--- config.mk ---
export PLATFORM = sky130hd
export DESIGN_NAME = cw_sequencer
export DESIGN_NICKNAME = d
export VERILOG_FILES = /design/src/logic/cw_seq_pkg.sv /design/src/logic/link_watchdog.sv /design/src/logic/cw_sequencer.sv
export SDC_FILE = /design/constraint.sdc
export NUM_CORES = 1
export LEC_CHECK = 0
export BUFFER_PORTS_ARGS = -buffer_cell sky130_fd_sc_hd__clkbuf_2
export CORE_ASPECT_RATIO = 0.5
export CORE_MARGIN = 2
export CORE_UTILIZATION = 40
export CTS_CLUSTER_DIAMETER = 80
export DETAILED_ROUTE_END_ITERATION = 6
export GPL_ROUTABILITY_DRIVEN = 1
export PLACE_DENSITY = 0.61
export SYNTH_ARGS = -nofsm -noshare
export SYNTH_HDL_FRONTEND = slang
export SYNTH_SLANG_ARGS = --single-unit
--- constraint.sdc ---
create_clock -name clk_sys -period 6.1 [get_ports clk_sys]
set_input_delay 0.61 -clock clk_sys [delete_from_list [all_inputs] [get_ports clk_sys]]
set_output_delay 0.61 -clock clk_sys [all_outputs]
set_load 0.05 [all_outputs]
--- src/logic/cw_seq_pkg.sv ---
// Package of register map, field positions, reset values and timing constants for the control-word sequencer.
package cw_seq_pkg;
   // ==========================================================================
   // Register byte offsets
   localparam logic [7:0] OFF_COMMAND_WORD   = 8'h00;
   localparam logic [7:0] OFF_COMMAND_GATE   = 8'h04;
   localparam logic [7:0] OFF_SUPPLY_IND     = 8'h08;
   localparam logic [7:0] OFF_EVENT_FLAGS    = 8'h0C;
   localparam logic [7:0] OFF_SEQ_PARAMS     = 8'h10;
   localparam logic [7:0] OFF_DRIVE_STATUS   = 8'h14;
   localparam logic [7:0] OFF_DRIVE_INPUTS   = 8'h18;
   localparam logic [7:0] OFF_WDOG_LIMIT     = 8'h1C;

   // ==========================================================================
   // Command word fields
   localparam int BIT_ENABLE      = 0;
   localparam int BIT_RUN_FWD     = 1;
   localparam int BIT_JOG         = 2;
   localparam int BIT_RUN_REV     = 3;
   localparam int BIT_DIRECTION   = 4;
   localparam int BIT_RUN         = 5;
   localparam int BIT_NOT_STOP    = 6;
   localparam int BIT_AUTO        = 7;
   localparam int BIT_REF_SEL     = 8;
   localparam int BIT_JOG_REV     = 9;
   localparam int BIT_TRIP        = 12;
   localparam int BIT_RESET       = 13;
   localparam int BIT_WDOG        = 14;
   localparam int NUM_SEQ         = 8;
   localparam int EVT_MODE_CHANGED = 1;
   localparam logic [15:0] COMMAND_WORD_MAX = 16'h7FFF;

   // Sequencing parameter register layout: bit k holds sequencing function k (see seq index below),
   // bit 8 holds the reference select, bit 9 the reset request.
   localparam int SP_REF_SEL      = 8;
   localparam int SP_RESET_REQ    = 9;

   // ==========================================================================
   // Reset values
   localparam logic [15:0] RST_COMMAND_WORD = 16'h0000;
   localparam logic [9:0]  RST_SEQ_PARAMS   = 10'h000;
   localparam logic [1:0]  RST_EVENT_FLAGS  = 2'h0;

   // ==========================================================================
   // Timing
   localparam int CLK_HZ          = 100_000_000;
   localparam int WDOG_TIMEOUT_MS = 1000;
   localparam int WDOG_CYCLES     = (CLK_HZ / 1000) * WDOG_TIMEOUT_MS;

   typedef enum logic [1:0] {WD_IDLE, WD_ARMED, WD_TRIPPED} wdog_state_e;
endpackage

--- src/logic/link_watchdog.sv ---
// Keypad link watchdog: armed and serviced by edges, trips on a missed service window.
module link_watchdog (
   // Clock and reset
   input  wire  logic        clk_sys,
   input  wire  logic        nrst,
   input  wire  logic        clk_en,
   // Control
   input  wire  logic        service,
   input  wire  logic        trip_clear,
   input  wire  logic [31:0] limit,
   // Status
   output logic              armed,
   output logic              trip
);
   import cw_seq_pkg::*;

   wdog_state_e state_q;
   logic [31:0] count_q;
   wire         expired = (count_q >= limit - 32'd1);

   // ==========================================================================
   // Watchdog state
   always_ff @(posedge clk_sys or negedge nrst) begin
      if (!nrst) begin
         state_q <= WD_IDLE;
         count_q <= 32'h0000_0000;
      end else if (clk_en) begin
         case (state_q)
            WD_IDLE: begin
               count_q <= 32'h0000_0000;
               if (service) begin
                  state_q <= WD_ARMED;
               end
            end
            WD_ARMED: begin
               if (service) begin
                  count_q <= 32'h0000_0000;
               end else if (expired) begin
                  state_q <= WD_TRIPPED;
               end else begin
                  count_q <= count_q + 32'd1;
               end
            end
            WD_TRIPPED: begin
               // Disarmed; a fresh edge is only honoured after the trip is cleared.
               count_q <= 32'h0000_0000;
               if (trip_clear) begin
                  state_q <= WD_IDLE;
               end
            end
            default: state_q <= WD_IDLE;
         endcase
      end
   end

   assign armed = (state_q == WD_ARMED);
   assign trip  = (state_q == WD_TRIPPED);
endmodule

--- src/logic/cw_sequencer.sv ---
// Control-word sequencer: APB register file, sequencing override, trips, reset edge and supply indicator.
module cw_sequencer #(
   parameter int WDOG_LIMIT_RST = cw_seq_pkg::WDOG_CYCLES
) (
   // Clock, reset, enable
   input  wire  logic        clk_sys,
   input  wire  logic        nrst,
   input  wire  logic        clk_en,
   // APB slave
   input  wire  logic        psel,
   input  wire  logic        penable,
   input  wire  logic        pwrite,
   input  wire  logic [7:0]  paddr,
   input  wire  logic [31:0] pwdata,
   output logic [31:0]       prdata,
   output logic              pready,
   output logic              pslverr,
   // Drive status inputs
   input  wire  logic        regen_mode,
   input  wire  logic        mode_change_done,
   input  wire  logic        undervoltage_trip,
   input  wire  logic        battery_supply,
   input  wire  logic        ref_select_shared,
   // Sequencer outputs
   output logic [7:0]        seq_out,
   output logic              reference_select,
   output logic              command_word_trip,
   output logic              keypad_watchdog_trip,
   output logic              drive_reset,
   output logic              power_down_save
);
   import cw_seq_pkg::*;

   // ==========================================================================
   // Registers
   logic [15:0] cmd_q;
   logic        gate_q;
   logic        supply_q;
   logic [1:0]  evt_q;
   logic [9:0]  sp_q;
   logic [31:0] wd_limit_q;
   logic        cw_trip_q;
   logic        reset_prev_q;
   logic        wdog_prev_q;
   logic        uv_prev_q;
   logic [7:0]  seq_q;
   logic        ref_q;
   logic        rst_pulse_q;
   logic        save_q;
   logic        wd_trip_q;
   logic [31:0] prdata_q;
   logic        pready_q;
   logic        pslverr_q;
   logic        wd_armed;
   logic        wd_trip;

   // ==========================================================================
   // Bus decode
   function automatic logic hit(input logic [7:0] addr, input logic [7:0] off);
      return addr == off;
   endfunction

   wire setup     = psel && !penable;
   wire wr_setup  = setup && pwrite;
   wire wr_cmd    = wr_setup && hit(paddr, OFF_COMMAND_WORD);
   wire wr_gate   = wr_setup && hit(paddr, OFF_COMMAND_GATE);
   wire wr_evt    = wr_setup && hit(paddr, OFF_EVENT_FLAGS);
   wire wr_sp     = wr_setup && hit(paddr, OFF_SEQ_PARAMS);
   wire wr_wdl    = wr_setup && hit(paddr, OFF_WDOG_LIMIT);
   wire ro_write  = wr_setup && (hit(paddr, OFF_SUPPLY_IND) || hit(paddr, OFF_DRIVE_STATUS)
                    || hit(paddr, OFF_DRIVE_INPUTS));
   wire mapped    = hit(paddr, OFF_COMMAND_WORD) || hit(paddr, OFF_COMMAND_GATE)
                    || hit(paddr, OFF_SUPPLY_IND) || hit(paddr, OFF_EVENT_FLAGS)
                    || hit(paddr, OFF_SEQ_PARAMS) || hit(paddr, OFF_DRIVE_STATUS)
                    || hit(paddr, OFF_DRIVE_INPUTS) || hit(paddr, OFF_WDOG_LIMIT);
   wire bus_err   = !mapped || ro_write;

   // ==========================================================================
   // Command word decode
   wire gated      = gate_q;
   wire seq_active = gate_q && cmd_q[BIT_AUTO];
   wire trip_bit   = gated && cmd_q[BIT_TRIP];
   wire reset_edge = gated && cmd_q[BIT_RESET] && !reset_prev_q;
   wire wdog_edge  = gated && cmd_q[BIT_WDOG] && !wdog_prev_q;
   wire uv_cleared = uv_prev_q && !undervoltage_trip;
   // Any trip reset also releases the command-word trip once bit 12 is low.
   wire trip_reset = reset_edge || sp_q[SP_RESET_REQ];

   // Sequencing functions in order 0..6 and jog reverse as element 7.
   logic [7:0] word_seq;
   logic [7:0] param_seq;
   logic [7:0] seq_d;
   assign word_seq  = {cmd_q[BIT_JOG_REV], cmd_q[6:0]};
   assign param_seq = sp_q[7:0];

   genvar g;
   generate
      for (g = 0; g < NUM_SEQ; g++) begin : g_seq
         // Bit 0 (drive enable) stays live in regeneration; the rest are ignored there.
         if (g == 0) begin : g_en
            assign seq_d[g] = seq_active ? word_seq[g] : param_seq[g];
         end else begin : g_run
            assign seq_d[g] = (seq_active && !regen_mode) ? word_seq[g] : param_seq[g];
         end
      end
   endgenerate

   // The reference value is undefined when shared; the word then simply loses priority.
   wire ref_d = (gated && !regen_mode && !ref_select_shared) ? cmd_q[BIT_REF_SEL] : sp_q[SP_REF_SEL];

   wire [31:0] rd_mux =
      hit(paddr, OFF_COMMAND_WORD) ? {16'h0000, cmd_q} :
      hit(paddr, OFF_COMMAND_GATE) ? {31'h0000_0000, gate_q} :
      hit(paddr, OFF_SUPPLY_IND)   ? {31'h0000_0000, supply_q} :
      hit(paddr, OFF_EVENT_FLAGS)  ? {30'h0000_0000, evt_q} :
      hit(paddr, OFF_SEQ_PARAMS)   ? {22'h00_0000, sp_q} :
      hit(paddr, OFF_DRIVE_STATUS) ? {27'h000_0000, wd_armed, wd_trip_q, cw_trip_q, ref_q, save_q} :
      hit(paddr, OFF_DRIVE_INPUTS) ? {24'h00_0000, seq_q} :
      hit(paddr, OFF_WDOG_LIMIT)   ? wd_limit_q : 32'h0000_0000;

   // ==========================================================================
   // APB response: no wait state, answer in the access cycle.
   always_ff @(posedge clk_sys or negedge nrst) begin
      if (!nrst) begin
         prdata_q  <= 32'h0000_0000;
         pready_q  <= 1'b0;
         pslverr_q <= 1'b0;
      end else if (clk_en) begin
         pready_q  <= setup;
         pslverr_q <= setup && bus_err;
         if (setup && !pwrite) begin
            prdata_q <= rd_mux;
         end
      end
   end

   // ==========================================================================
   // Software registers
   always_ff @(posedge clk_sys or negedge nrst) begin
      if (!nrst) begin
         cmd_q      <= RST_COMMAND_WORD;
         gate_q     <= 1'b0;
         sp_q       <= RST_SEQ_PARAMS;
         wd_limit_q <= 32'(WDOG_LIMIT_RST);
      end else if (clk_en) begin
         if (wr_cmd) begin
            cmd_q <= pwdata[15:0] & COMMAND_WORD_MAX;
         end
         if (wr_gate) begin
            gate_q <= pwdata[0];
         end
         if (wr_sp) begin
            sp_q <= pwdata[9:0];
         end
         if (wr_wdl) begin
            wd_limit_q <= pwdata;
         end
      end
   end

   // ==========================================================================
   // Event flags: hardware set wins over a software write-one clear.
   always_ff @(posedge clk_sys or negedge nrst) begin
      if (!nrst) begin
         evt_q <= RST_EVENT_FLAGS;
      end else if (clk_en) begin
         if (wr_evt) begin
            evt_q <= evt_q & ~pwdata[1:0];
         end
         if (mode_change_done) begin
            evt_q[EVT_MODE_CHANGED] <= 1'b1;
         end
      end
   end

   // ==========================================================================
   // Edge history, trips and outputs
   always_ff @(posedge clk_sys or negedge nrst) begin
      if (!nrst) begin
         reset_prev_q <= 1'b0;
         wdog_prev_q  <= 1'b0;
         uv_prev_q    <= 1'b0;
         cw_trip_q    <= 1'b0;
         supply_q     <= 1'b0;
         seq_q        <= 8'h00;
         ref_q        <= 1'b0;
         rst_pulse_q  <= 1'b0;
         save_q       <= 1'b0;
         wd_trip_q    <= 1'b0;
      end else if (clk_en) begin
         if (gated) begin
            reset_prev_q <= cmd_q[BIT_RESET];
            wdog_prev_q  <= cmd_q[BIT_WDOG];
         end
         uv_prev_q <= undervoltage_trip;
         if (trip_bit) begin
            cw_trip_q <= 1'b1;
         end else if (trip_reset) begin
            cw_trip_q <= 1'b0;
         end
         if (uv_cleared) begin
            supply_q <= battery_supply;
         end
         save_q      <= undervoltage_trip && !uv_prev_q && !supply_q;
         seq_q       <= seq_d;
         ref_q       <= ref_d;
         rst_pulse_q <= reset_edge;
         wd_trip_q   <= wd_trip;
      end
   end

   // ==========================================================================
   // Keypad watchdog
   link_watchdog u_wdog (
      .clk_sys    (clk_sys),
      .nrst       (nrst),
      .clk_en     (clk_en),
      .service    (wdog_edge),
      .trip_clear (trip_reset),
      .limit      (wd_limit_q),
      .armed      (wd_armed),
      .trip       (wd_trip)
   );

   assign prdata               = prdata_q;
   assign pready               = pready_q;
   assign pslverr              = pslverr_q;
   assign seq_out              = seq_q;
   assign reference_select     = ref_q;
   assign command_word_trip    = cw_trip_q;
   assign keypad_watchdog_trip = wd_trip_q;
   assign drive_reset          = rst_pulse_q;
   assign power_down_save      = save_q;
endmodule

Word-level counts from Yosys, hierarchy flattened
Cells that the tools add are included.
{ "classes": {"bitwise": 2, "magnitude_cmp": 1, "eq_ne": 14, "muxes": 29, "n_addsub": 2, "reduce_logical": 61} }
{ "ops": {"columns": ["cell", "count"], "rows": [
  ["32-bit two-way mux", 10],
  ["32-bit one-hot mux with 2 select lines", 1],
  ["32-bit by 1-bit adder with 32-bit output (second input constant)", 1],
  ["8-bit by 5-bit == test with 1-bit output (second input constant)", 4],
  ["32-bit greater-or-equal comparator", 1],
  ["32-bit by 1-bit subtractor with 32-bit output (second input constant)", 1],
  ["1-bit logical AND", 22],
  ["2-bit AND reduction", 10],
  ["8-bit by 4-bit == test with 1-bit output (second input constant)", 2],
  ["1-bit two-way mux", 12],
  ["1-bit logical OR", 11],
  ["1-bit zero test", 10],
  ["2-bit two-way mux", 5],
  ["8-bit by 3-bit == test with 1-bit output (second input constant)", 1],
  ["8-bit zero test", 1],
  ["2-bit by 1-bit != test with 1-bit output (second input constant)", 3],
  ["2-bit one-hot mux with 3 select lines", 1],
  ["2-bit nonzero test", 3],
  ["5-bit AND reduction", 1],
  ["3-bit by 2-bit != test with 1-bit output (second input constant)", 1],
  ["3-bit AND reduction", 1],
  ["2-bit AND", 1],
  ["2-bit by 1-bit == test with 1-bit output (second input constant)", 1],
  ["2-bit == test (second input constant)", 1],
  ["other kinds (4)", 4]
]} }
{ "word_totals": {"word_cells": 130, "register_bits": 145} }

Longest topological paths before layout
{ "depth": {"word_depth": 11, "ltp_mapped": 19} }

Modules after synthesis
A second synthesis with hierarchy kept.
{ "hier_totals": {"cells_unflattened": 746, "area_unflattened_um2": 8032.7} }
{ "modules_own_cells": {"columns": ["module", "area_per_inst_um2", "cells_per_inst", "n_inst", "seq_area_each_um2"], "rows": [
  ["cw_sequencer", 4774.6, 359, 1, 2792.7],
  ["link_watchdog", 3258.1, 387, 1, 850.8]
]} }

Worst setup path after synthesis
Ideal clock, no wire load.
{ "synth_path": {"kind": "register to register", "start": "register wd_limit_q[10]", "end": "register u_wdog.count_q[17]", "stages_incl_launch_ff": 17, "required_ns": 5.966, "n_path_buf": 3, "arrival_ns": 4.471, "slack_ns": 1.495, "setup_ns": 0.134, "period_less_slack_ns": 4.605, "cell_sequence": "dfrtp_1 > or4_4 > or3_4 > or4_4 > buf_6 > or4_4 > nor2_1 > xnor2_1 > ha_1 > nand4_1 > or3_1 > o32ai_1 > nor2_1 > o21ai_0 > clkbuf_1 > clkbuf_1 > o31ai_1"} }
{ "synth_via": {"elab_chain_len": 4} }
{ "synth_lines": {"columns": ["element", "line", "rtl"], "rows": [
  ["start, declared", "cw_sequencer.sv:41", "logic [31:0] wd_limit_q;"],
  ["start signal, assigned", "cw_sequencer.sv:144", "wd_limit_q <= 32'(WDOG_LIMIT_RST);"],
  ["start signal, assigned", "cw_sequencer.sv:156", "wd_limit_q <= pwdata;"],
  ["32-bit by 1-bit subtractor with 32-bit output", "link_watchdog.sv:19", "wire expired = (count_q >= limit - 32'd1);"],
  ["32-bit greater-or-equal comparator", "link_watchdog.sv:19", null],
  ["3-bit by 2-bit != test with 1-bit output (no line)", null, null],
  ["3-bit AND reduction (no line)", null, null],
  ["end signal, assigned", "link_watchdog.sv:41", "count_q <= count_q + 32'd1;"],
  ["end, declared", "link_watchdog.sv:18", "logic [31:0] count_q;"]
]} }
Every way passes these cells.
A chain may end at the register's enable or synchronous reset.

Worst setup path after layout
{ "layout_path": {"start": "register wd_limit_q[9]", "end": "register u_wdog.count_q[27]"} }
The elaborated chain is that of the path after synthesis.

==> load_flow_metrics.sql <==
INSERT INTO impl_metrics (metric_group, metric, value, unit) VALUES
('critical_path', 'cp-start-kind', 'flip-flop', ''),
('critical_path', 'timing.critical_path.buf_inv', '1', ''),
('clock_tree', 'cts_max_path_buffers', '2', ''),
('placement', 'port-buffer-count', '97', ''),
('yosys', 'post_synthesis_sequential_element_count', '145', ''),
('pwr', 'leakage', '4.266', 'nW'),
('layout', 'flow.area_growth_from_synthesis', '17.31', '%'),
('run_status', 'outcome', 'finished, final reports clean', ''),
('critical_path', 'critPathMaxFanout', '30', ''),
('yosys', 'synth.cell_area', '7770', 'um^2'),
('sta', 'timing.final.crit_period', '4886', 'ps'),
('floorplan', 'die-height', '102.6', 'um'),
('critical_path', 'worst-r2r-setup-slack', '1210', 'ps'),
('layout', 'nNetsFinal', '922', ''),
('routing', 'initialDrtViolationCount', '345', ''),
('layout', 'drive_gt1_frac', '0.2729', ''),
('yosys', 'cell_with_the_most_instances_after_synthesis', 'sky130_fd_sc_hd__dfrtp_1', ''),
('clock_tree', 'cts_buffers', '17', ''),
('yosys', 'synth_top_area_share', '0.4283', ''),
('yosys', 'synth_top_cells_by_count', 'sky130_fd_sc_hd__dfrtp_1, sky130_fd_sc_hd__nor2_1, sky130_fd_sc_hd__mux2_2', ''),
('floorplan', 'start_util', '0.4155', ''),
('clock_tree', 'post_cts_resize_count', '0', ''),
('yosys', 'synth-adder-area-share', '0.05475', ''),
('floorplan', 'dieArea', '20620', 'um^2'),
('sta', 'finalClockSkew', '7.626', 'ps'),
('routing', 'drc', '0', ''),
('sta', 'max_slew_margin', '0.3199', ''),
('clock_tree', 'clk_root_buffer_cell', 'sky130_fd_sc_hd__clkbuf_16', ''),
('routing', 'count_of_vias_placed_by_the_detailed_router', '6237', ''),
('yosys', 'synth_warnings', '0', ''),
('placement', 'placedCellCount', '1077', ''),
('critical_path', 'end_kind', 'flip-flop', ''),
('floorplan', 'floorplan.rows', '35', ''),
('clock_tree', 'tritoncts_num_sinks', '145', ''),
('critical_path', 'worst_r2r_path_depth', '15', ''),
('critical_path', 'critical_path.most_common_cell', 'sky130_fd_sc_hd__or4_4', ''),
('critical_path', 'worstPathRequired', '6460', 'ps'),
('placement', 'preCtsSetupSlack', '1263', 'ps'),
('global_route', 'grt_antenna_before_repair', '0', ''),
('global_route', 'via_count_of_the_first_global_routing_pass', '6072', ''),
('layout', 'layout.cells.non_filler', '1109', ''),
('clock_tree', 'post-cts-setup-buffers', '0', ''),
('yosys', 'synth_async_sr_flop_share', '1.000', ''),
('pwr', 'power.net_switching', '585.0', 'uW'),
('yosys', 'yosysUniqueCellTypes', '59', ''),
('sta', 'report.final.slew_viol_count', '0', ''),
('yosys', 'ys_seq_area_frac', '0.4689', ''),
('routing', 'vias_per_cell', '5.624', ''),
('clock_tree', 'cts.hold.buffers_added', '0', ''),
('pwr', 'power_report.internal_total', '1.634', 'mW'),
('sta', 'final_total_negative_setup_slack', '0', 'ps'),
('floorplan', 'floorplan.die.width', '201.1', 'um'),
('critical_path', 'worstSetupPathType', 'reg -> reg', ''),
('yosys', 'number_of_nets_in_the_synthesized_netlist', '834', ''),
('yosys', 'synth_flop_cell', 'sky130_fd_sc_hd__dfrtp_1', ''),
('pwr', 'seq_power_share', '0.449', ''),
('sta', 'maxClockFrequency', '204.7', 'MHz'),
('pwr', 'clock_power_share', '0.478', ''),
('critical_path', 'cp_cell_sequence', 'or4_4, or3_4, or4_4, or4_4, nor2_1, xnor2_1, ha_1, a21oi_1, o21ai_0, o21bai_1, a211oi_1, o21ai_2, buf_4, or4_1, nand2_1', ''),
('pwr', 'total_power', '2.219', 'mW'),
('clock_tree', 'cts_tree', 'done', ''),
('critical_path', 'rr_endpoint', 'u_wdog.count_q[27]', ''),
('yosys', 'yosys-top-cells-area', 'sky130_fd_sc_hd__dfrtp_1, sky130_fd_sc_hd__mux2_2, sky130_fd_sc_hd__ha_1', ''),
('critical_path', 'timing.critical_path.max_delay_family', 'simple AND/OR/NAND/NOR gates', ''),
('global_route', 'globalRouteTotalUtil', '0.2024', ''),
('clock_tree', 'clkLatencyLatePin', '430', 'ps'),
('yosys', 'synth.area.mux_share', '0.1124', ''),
('sta', 'rsz0062_at_grt', 'no', ''),
('global_route', 'grt_overflow_total', '0', ''),
('floorplan', 'pin_count', '98', ''),
('pwr', 'peakVddDrop', '0.1656', 'mV');
[per-stage QoR]
stage / util / cell area (um^2) / hold slack (ps)
after floorplan: - / 7770 / 314.4
after CTS: 0.4875 / 9115 / 257.1
final: 0.4875 / 9115 / 200.1
after global routing: 0.4875 / 9115 / 271.5
after detailed placement: 0.4562 / 8531 / 471.1
after global placement: 0.4562 / 8531 / 464.9
[flip-flops by register name, summed over array words and instances, names as in the netlist, 2 cells and up]
| register | cells |
|---|---|
| seq_out | 8 |
| prdata | 32 |
| wd_limit_q | 32 |
| u_wdog.state_q | 2 |
| cmd_q | 15 |
| u_wdog.count_q | 32 |
| evt_q | 2 |
| sp_q | 10 |
[power by group through the flow]
stage	Clock (mW)	Combinational [mW]	Sequential (mW)
2_1_floorplan	0	0.0507	1.05
3_3_place_gp	0	0.163	1.01
3_5_place_dp	0	0.164	1.01
4_1_cts	1.08	0.165	0.997
5_1_grt	1.12	0.178	0.999
6_report	1.06	0.162	0.996
[area by class of cell]
| cell class | instances | area share |
|---|---|---|
| multi-input cells | 553 | 0.4331 |
| flip-flops and latches | 145 | 0.3997 |
| repair buffers | 107 | 0.06218 |
| clock inverters | 15 | 0.01743 |
| clock buffers | 17 | 0.04667 |
| inverters | 13 | 0.005353 |
| well taps | 259 | 0.03555 |
[logic make-up after synthesis]
logic type,count (synthesis)
AO/OA/AOI/OAI,179
XOR/XNOR,29
adder cells (fa/ha/maj),34
buffers and inverters,51
flip-flops,145
multiplexers,78
AND/OR/NAND/NOR,233
[routing by layer]
metal  GRT usage  up-vias  part of all wire
li1            -     2963                 -
met1      0.2914     3102              0.49
met2      0.3117      153              0.45
met3     0.04298       19             0.048
met4     0.05527        0             0.012
met5           0        -                 0
[layout by cell type (no fill, tap or decap), types with 21 or more instances in the layout]
cell type / n
sky130_fd_sc_hd__dfrtp_1: 133
sky130_fd_sc_hd__o31ai_1: 21
sky130_fd_sc_hd__nand2_1: 51
sky130_fd_sc_hd__a22o_1: 22
sky130_fd_sc_hd__a21oi_1: 30
sky130_fd_sc_hd__o21ai_0: 54
sky130_fd_sc_hd__clkbuf_2: 96
sky130_fd_sc_hd__ha_1: 34
sky130_fd_sc_hd__mux2_2: 64
sky130_fd_sc_hd__nor2_1: 66
[worst max path at each step]
stage	startpoint	end	slack, ps
floorplan	wd_limit_q[10]	u_wdog.count_q[17]	1500
global placement	wd_limit_q[10]	u_wdog.count_q[27]	1440
detailed placement	wd_limit_q[10]	u_wdog.count_q[27]	1260
CTS	wd_limit_q[9]	u_wdog.count_q[27]	1240
global route	wd_limit_q[9]	u_wdog.count_q[27]	1000
finish	wd_limit_q[9]	u_wdog.count_q[27]	1210
No activity file was read; power rests on OpenSTA's default activity.
